$ cat config.mk
export PLATFORM = sky130hd
export DESIGN_NAME = ssp_core
export DESIGN_NICKNAME = d
export VERILOG_FILES = /design/src/ssp_pkg.sv /design/src/ssp_core.sv /design/src/ssp_sub_unit.sv
export SDC_FILE = /design/constraint.sdc
export NUM_CORES = 1
export LEC_CHECK = 0
export ABC_AREA = 1
export BUFFER_PORTS_ARGS = -buffer_cell sky130_fd_sc_hd__buf_2
export CAP_MARGIN = 20
export CORE_ASPECT_RATIO = 0.9
export CORE_MARGIN = 4
export CORE_UTILIZATION = 55
export DETAILED_ROUTE_END_ITERATION = 12
export PLACE_DENSITY = 0.76
export SLEW_MARGIN = 20
export SYNTH_ARGS = -nofsm -noshare
export SYNTH_HDL_FRONTEND = slang
export SYNTH_HIERARCHICAL = 1
export SYNTH_SLANG_ARGS = --single-unit
export TNS_END_PERCENT = 5
$ cat constraint.sdc
create_clock -name clock -period 3.9 [get_ports clock]
set_clock_uncertainty 0.05 [all_clocks]
set_input_delay 0.78 -clock clock [delete_from_list [all_inputs] [get_ports clock]]
set_output_delay 0.78 -clock clock [all_outputs]
set_load 0.01 [all_outputs]
$ cat src/ssp_pkg.sv
// package: opcodes, widths, ranges and reset values for the subtract and special-page datapath
package ssp_pkg;
   localparam int unsigned DATA_W         = 8;
   localparam int unsigned FILE_ADDR_W    = 7;
   localparam int unsigned PAGE_IDX_W     = 5;
   localparam int unsigned PAGE_DEPTH     = 22;   // special page indices 0 to 21
   localparam logic [6:0]  FILE_ADDR_MAX  = 7'h7F; // file register addresses 0 to 127
   localparam logic [4:0]  PAGE_IDX_MAX   = 5'h15; // last special page index, 21
   localparam logic [7:0]  IMM_LIMIT      = 8'hFF; // immediates must stay below 255
   localparam logic        DEST_WORK      = 1'h0;
   localparam logic        DEST_FILE      = 1'h1;
   localparam logic [7:0]  WORK_RST       = 8'h00;
   localparam logic [7:0]  PAGE_RST       = 8'h00;
   localparam logic        FLAG_RST       = 1'h0;
   localparam int unsigned EXEC_CYCLES    = 1;    // every operation here completes in one cycle

   typedef enum logic [2:0] {
      SSP_OP_NONE,
      SSP_OP_SUB_BORROW_REG,
      SSP_OP_SUB_BORROW_IMM,
      SSP_OP_WRITE_PAGE,
      SSP_OP_READ_PAGE,
      SSP_OP_SUB_REG
   } ssp_op_t;
endpackage

$ cat src/ssp_core.sv
// subtract and special-page datapath: work register, status flags and special page store
`timescale 1ns/100ps

// Notes on behaviour
// - register subtract with borrow: file value plus inverted work plus borrow, one cycle
// - destination select 0 writes work register, 1 writes back to file register, for the two register subtracts only
// - immediate subtract with borrow lands in work register, flags updated, one cycle
// - write page copies work register into page entry 0 to 21, flags untouched
// - read page copies page entry 0 to 21 into work register, flags untouched
// - plain register subtract: file value minus work register, no borrow in
module ssp_core
   import ssp_pkg::*;
(
   input  wire logic                  clock,
   input  wire logic                  reset,
   input  wire logic                  op_valid,
   input  wire ssp_op_t               op_code,
   input  wire logic [FILE_ADDR_W-1:0] file_addr,
   input  wire logic [DATA_W-1:0]     file_rdata,
   input  wire logic                  dest_sel,
   input  wire logic [DATA_W-1:0]     imm_value,
   input  wire logic [PAGE_IDX_W-1:0] page_idx,
   output logic                       op_done,
   output logic                       op_bad,
   output logic                       file_we_ff,
   output logic [FILE_ADDR_W-1:0]     file_waddr_ff,
   output logic [DATA_W-1:0]          file_wdata_ff,
   output logic [DATA_W-1:0]          work_register_ff,
   output logic                       result_nil_bit_ff,
   output logic                       nibble_borrow_bit_ff,
   output logic                       borrow_bit_ff
);
   // ----------------------------------------------------------------
   // operand selection
   // ----------------------------------------------------------------
   // special page store; indices above the last entry are refused upstream
   logic [DATA_W-1:0] page_ff [PAGE_DEPTH];
   logic [DATA_W-1:0] sub_a;
   logic              sub_cin;
   logic [DATA_W-1:0] sub_q;
   logic              sub_nib;
   logic              sub_byte;
   logic              sub_zero;
   logic              is_sub;
   logic              to_file;
   logic              idx_ok;
   logic              imm_ok;
   logic              accept;
   // retire qualifiers, each already gated by op_done
   logic              sub_to_work;
   logic              sub_to_file;
   logic              flag_upd;
   logic              page_wr;
   logic              page_rd;

   // one range compare shared by both page forms, so their limits cannot
   // drift apart
   function automatic logic page_in_range(input logic [PAGE_IDX_W-1:0] idx);
      return idx <= PAGE_IDX_MAX;
   endfunction

   // file address is 7 bits wide so 0..FILE_ADDR_MAX is always covered
   assign idx_ok = page_in_range(page_idx);
   // the immediate form rejects 255, the one value left out of its range
   assign imm_ok = (imm_value != IMM_LIMIT);

   // pick minuend and borrow input per operation
   always_comb begin
      // defaults serve the plain register subtract
      sub_a   = file_rdata;
      sub_cin = 1'b1;
      is_sub  = 1'b0;
      accept  = 1'b0;
      case (op_code)
         SSP_OP_SUB_BORROW_REG: begin
            sub_cin = borrow_bit_ff;
            is_sub  = 1'b1;
            accept  = 1'b1;
         end
         SSP_OP_SUB_BORROW_IMM: begin
            sub_a   = imm_value;
            sub_cin = borrow_bit_ff;
            is_sub  = imm_ok;
            accept  = imm_ok;
         end
         SSP_OP_SUB_REG: begin
            is_sub  = 1'b1;
            accept  = 1'b1;
         end
         SSP_OP_WRITE_PAGE: begin
            accept  = idx_ok;
         end
         SSP_OP_READ_PAGE: begin
            accept  = idx_ok;
         end
         default: begin
            accept  = 1'b0;
         end
      endcase
   end

   // one shared subtractor serves all three subtract forms; only the minuend
   // and borrow input differ between them, so no second adder is spent
   ssp_sub_unit ssp_sub_unit_inst (
      .minuend      (sub_a),
      .subtrahend   (work_register_ff),
      .carry_in     (sub_cin),
      .diff         (sub_q),
      .nibble_carry (sub_nib),
      .byte_carry   (sub_byte),
      .is_zero      (sub_zero)
   );

   // ----------------------------------------------------------------
   // handshake
   // ----------------------------------------------------------------
   // every accepted operation retires in the same cycle it is issued
   assign op_done = op_valid & accept;
   // op_bad lets the decoder trap a refused request; a none code is an idle
   // slot and is neither done nor bad
   assign op_bad  = op_valid & ~accept & (op_code != SSP_OP_NONE);
   // immediate form always targets the work register
   assign to_file = (op_code != SSP_OP_SUB_BORROW_IMM) & (dest_sel == DEST_FILE);

   // ----------------------------------------------------------------
   // retire decode
   // ----------------------------------------------------------------
   // every qualifier folds in op_done, so a refused or idle cycle can never
   // reach one of the registers below
   assign sub_to_work = op_done & is_sub & ~to_file;
   assign sub_to_file = op_done & is_sub & to_file;
   assign flag_upd    = op_done & is_sub;
   assign page_wr     = op_done & (op_code == SSP_OP_WRITE_PAGE);
   assign page_rd     = op_done & (op_code == SSP_OP_READ_PAGE);

   // ----------------------------------------------------------------
   // work register
   // ----------------------------------------------------------------
   // subtract results and page reads are exclusive by op code, so the
   // order of the two branches below never matters
   always_ff @(posedge clock) begin
      if (reset) begin
         work_register_ff <= WORK_RST;
      end else if (sub_to_work) begin
         work_register_ff <= sub_q;
      end else if (page_rd) begin
         work_register_ff <= page_ff[page_idx];
      end
   end

   // ----------------------------------------------------------------
   // file write-back port
   // ----------------------------------------------------------------
   // one-cycle write strobe; the register file outside commits it
   always_ff @(posedge clock) begin
      if (reset) begin
         file_we_ff <= 1'b0;
      end else begin
         file_we_ff <= sub_to_file;
      end
   end

   // address and data hold after the strobe drops, so the register file
   // need not catch them in the strobe cycle alone
   always_ff @(posedge clock) begin
      if (reset) begin
         file_waddr_ff <= '0;
         file_wdata_ff <= 8'h00;
      end else if (sub_to_file) begin
         file_waddr_ff <= file_addr;
         file_wdata_ff <= sub_q;
      end
   end

   // ----------------------------------------------------------------
   // status flags
   // ----------------------------------------------------------------
   // page moves leave flags alone, only subtracts touch them; each flag has
   // its own process so a change to one cannot disturb the others
   // nil flag: set on an all-zero byte result, whatever its destination
   always_ff @(posedge clock) begin
      if (reset) begin
         result_nil_bit_ff <= FLAG_RST;
      end else if (flag_upd) begin
         result_nil_bit_ff <= sub_zero;
      end
   end

   // nibble flag: carry out of bit 3, so 1 means the low nibble did not borrow
   always_ff @(posedge clock) begin
      if (reset) begin
         nibble_borrow_bit_ff <= FLAG_RST;
      end else if (flag_upd) begin
         nibble_borrow_bit_ff <= sub_nib;
      end
   end

   // borrow flag: carry out of bit 7; it also feeds the next borrow subtract,
   // so a back-to-back chain sees the updated value one cycle later
   always_ff @(posedge clock) begin
      if (reset) begin
         borrow_bit_ff <= FLAG_RST;
      end else if (flag_upd) begin
         borrow_bit_ff <= sub_byte;
      end
   end

   // ----------------------------------------------------------------
   // special page store
   // ----------------------------------------------------------------
   // out-of-range indices never get here since accept is low for them, so
   // the 5-bit index cannot write past the last entry
   always_ff @(posedge clock) begin
      if (reset) begin
         for (int i = 0; i < PAGE_DEPTH; i++) begin
            page_ff[i] <= PAGE_RST;
         end
      end else if (page_wr) begin
         page_ff[page_idx] <= work_register_ff;
      end
   end
endmodule

$ cat src/ssp_sub_unit.sv
// subtractor leaf: a + ~b + carry_in with nibble and byte carry outs
`timescale 1ns/100ps
module ssp_sub_unit
   import ssp_pkg::*;
(
   input  wire logic [7:0] minuend,
   input  wire logic [7:0] subtrahend,
   input  wire logic       carry_in,
   output logic      [7:0] diff,
   output logic            nibble_carry,
   output logic            byte_carry,
   output logic            is_zero
);
   logic [4:0] low_sum;
   logic [4:0] high_sum;

   // carry out of each nibble is "no borrow", matching the flag sense
   always_comb begin
      low_sum      = {1'b0, minuend[3:0]} + {1'b0, ~subtrahend[3:0]} + {4'h0, carry_in};
      high_sum     = {1'b0, minuend[7:4]} + {1'b0, ~subtrahend[7:4]} + {4'h0, low_sum[4]};
      diff         = {high_sum[3:0], low_sum[3:0]};
      nibble_carry = low_sum[4];
      byte_carry   = high_sum[4];
      is_zero      = (diff == 8'h00);
   end
endmodule

==> flow_metrics.tcl <==
set metrics [dict create \
    status "completed" \
    cts_root_buffer "clkbuf_16" \
    ys.flop_type "edfxtp_1" \
    power_frac_seq_pct 51.7 \
    clkSlewWorstSetupHoldPaths_ps 60 \
    n_antenna_cell 0 \
    grt_overflow_total 0 \
    slowest_delay_ps 470 \
    final_cells 1801 \
    ant_nets 0 \
    path_buf_inv 5 \
    drv_slew 0 \
    synth_edf_count 256 \
    cp_top_family "adder cells" \
    hpwl_um 20830 \
    syn_to_final_growth_pct 14.19 \
    grt_pass1_wl_um 51180 \
    cp_cell_sequence "buf_2 > nor3_4 > nand2_1 > nand2_1 > inv_1 > fa_1 > fa_1 > inv_1 > a31oi_1 > fa_1 > inv_1 > fa_1 > inv_1 > nand2_1 > nor2_1 > nand2_1 > nor2_1 > nand2_1 > nor2_2 > o21ai_0 > nor2_1" \
    worst_setup_path_end_kind "flip-flop" \
    layout-drive-gt1-share_pct 10.64 \
    period_minus_slack_ps 3572 \
    syn_inst 1357 \
    worst-setup-path-type "input pin to flip-flop" \
    postPlaceCellArea_sq_mm 0.01376 \
    grt_max_degree 78 \
    wire_per_inst_um 18.06 \
    yosysWarnings 6 \
    numCtsBuffers 28 \
    drtIter0Drc 1130 \
    fin_crit_sh_pct 91.59 \
    dr.pass1.iters 5 \
    antenna_found_initial 0 \
    place.gp.congestion 0.9172 \
    worstSetupStartpointType "input pin" \
    timing.fmax_mhz 280.0 \
    synth-seq-cells 283 \
    async_flop_share_pct 0 \
    die_w_um 169.1 \
    drt_wl_total_um 32530 \
    synth_seq_area_share_pct 64.01 \
    worstMarginPinSlew_ps 1139 \
    num_rows 52 \
    drc 0 \
    start_util_pct 56.45 \
    p_int_mw 5.164 \
    grt_pass1_vias 9626 \
    syn_area_per_cell_sq_um 9.472 \
    utilization_pct 64.46 \
    setup_viol 0 \
    cts_sinks 283 \
    viasPerCell 5.576 \
    post-cts-setup-buffer-count 0 \
    clk-insertion-delay-late_ps 540 \
    leakage_nw 6.085 \
    core_sq_mm 0.02277 \
    nFillCells 1828 \
    clk_path_buf_depth 3 \
    powerDensity_mw_per_mm2 462.7 \
    critPathSlowestCell "fa_1" \
    dp_slack_ps -244.2 \
    nets 1527 \
    arrival_ps 4000 \
    cts_max_level 1 \
    switchingPower_mw 1.627 \
    grt_setup_unrepaired "false" \
    slew_headroom_pct 23.95 \
    die_area_sq_mm 0.02588 \
    hold_ws_ps 393.6 \
    vias 10042 \
    io_buffers 63 \
    drv_cap 0 \
    holdCritPathClass "input pin to flip-flop" \
    worstPathRequired_ps 4330 \
    max-vdd-ir-drop_mv 0.3751 \
    p_comb_share_pct 8.9 \
    setup_slack_ps 328.1 \
    grt.total_usage_pct 24.87 \
    place_inst 1749 \
    cts_tree "built" \
    crit_fanout 4 \
    p_clk_share_pct 39.4 \
    switching_share_pct 23.95 \
    synth_area_sq_mm 0.01285 \
    hold_viol_final 0 \
    crit_path_frequent_cell "nand2_1" \
    die_h_um 153.0 \
    pin_count 64 \
    yosys.cell_types.count 28 \
    final_area_sq_mm 0.01468 \
]
[stage by stage]
| step | power [mW] | TNS (ps) |
|---|---|---|
| final | 6.791 | 0 |
| after global routing | 7.007 | 0 |
| after CTS | 6.789 | 0 |
| after detailed placement | 4.161 | -340.4 |
| after global placement | 4.144 | -189.9 |
| after floorplan | 3.933 | 0 |
[what timing repair did]
| action | 4_1_cts | 5_1_grt |
|---|---|---|
| setup endpoints to repair | 0 | 1 |
| endpoints found under the hold margin | 0 | 0 |
| gates resized for setup | 0 | 1 |
| hold buffers | 0 | 0 |
[cells in the final DEF (no fill, tap or decap), drive strengths merged]
master,count
bufinv,2
o21ai,25
clkbuf,39
nand4,38
fa,4
nor3,5
a31oi,1
a21oi,18
ha,6
clkinv,10
conb,80
o21bai,2
buf,95
nand3b,1
xnor2,1
edfxtp,256
inv,69
clkinvlp,1
nor2,233
dfxtp,27
nand3,166
nand2,425
[final timing paths]
| kind | startpoint | endpoint | slack, ps | cells after the start |
|---|---|---|---|---|
| setup reg to reg | borrow_bit_ff | result_nil_bit_ff | 610 | 18 |
| setup / recovery | op_code[2] | result_nil_bit_ff | 330 | 21 |
| hold reg to reg | file_wdata_ff[2] | file_wdata_ff[2] | 400 | 2 |
| hold / removal | reset | file_we_ff | 390 | 2 |
[worst register-to-register path, delay by kind of cell, from the launching register on]
family | cells | cell delay, ps
and+or+nand+nor | 7 | 490
AOI/OAI and AO/OA | 3 | 330
adders and majority gates | 4 | 1680
buffers and inverters | 4 | 300
DFF | 1 | 370
[cell type report]
cell class	count	area (sq um)	share of cell area, %
Clock buffer	39	793.3	5.404
Sequential cell	283	8228	56.06
Timing Repair Buffer	95	558.0	3.802
Inverter	69	259.0	1.765
Tap cell	297	371.6	2.532
Multi-Input combinational cell	1005	4350	29.64
Clock inverter	13	117.6	0.8013
[registers in the layout (all words and copies together) (netlist names)]
register / flops
file_we_ff: 1
page_ff: 256
borrow_bit_ff: 1
work_register_ff: 8
result_nil_bit_ff: 1
file_wdata_ff: 8
nibble_borrow_bit_ff: 1
file_waddr_ff: 7
[cells by family (layout without fill, tap and decap cells)]
family                   after synthesis  in the layout  synth area share (%)
AND/OR/NAND/NOR                      868            868                 28.31
flip-flops                           283            283                 64.01
buffers and inverters                148            216                 4.536
AO/OA/AOI/OAI                         46             46                 1.840
adder cells (fa/ha/maj)               10             10                 1.207
other                                  1             80               0.02917
XOR/XNOR                               1              1               0.06815
[cell usage after synthesis (2+ instances only)]
library cell	count	area [sq um]
nand2_1	414	1554
edfxtp_1	256	7687
nor2_1	227	852.1
nand3_1	165	825.8
inv_1	66	247.7
clkbuf_1	57	214.0
nand4_1	38	237.7
dfxtp_1	27	540.5
o21ai_0	24	120.1
a21oi_1	18	90.09
buf_2	16	80.08
nand2_2	11	68.82
ha_1	6	75.07
buf_1	4	15.01
fa_1	4	80.08
nor3_1	4	20.02
inv_2	3	11.26
nor2_2	3	18.77
nor2_4	3	33.78
buf_4	2	15.01
o21bai_1	2	15.01
[routing by layer]
layer / global-route usage, % / up-vias / share of wire (%)
li1: - / 4697 / -
met1: 34.61 / 4748 / 40
met2: 39.07 / 512 / 47
met3: 5.372 / 85 / 10
met4: 8.739 / 0 / 3.6
met5: 0 / - / 0
[power by group through the flow]
stage / clock (mW) / combinational, mW / sequential, mW
3_3_place_gp: 0 / 0.578 / 3.57
4_1_cts: 2.69 / 0.592 / 3.51
2_1_floorplan: 0 / 0.374 / 3.56
3_5_place_dp: 0 / 0.588 / 3.57
6_report: 2.67 / 0.607 / 3.51
5_1_grt: 2.82 / 0.667 / 3.52
Note: power is estimated with default switching activity, not from simulation.
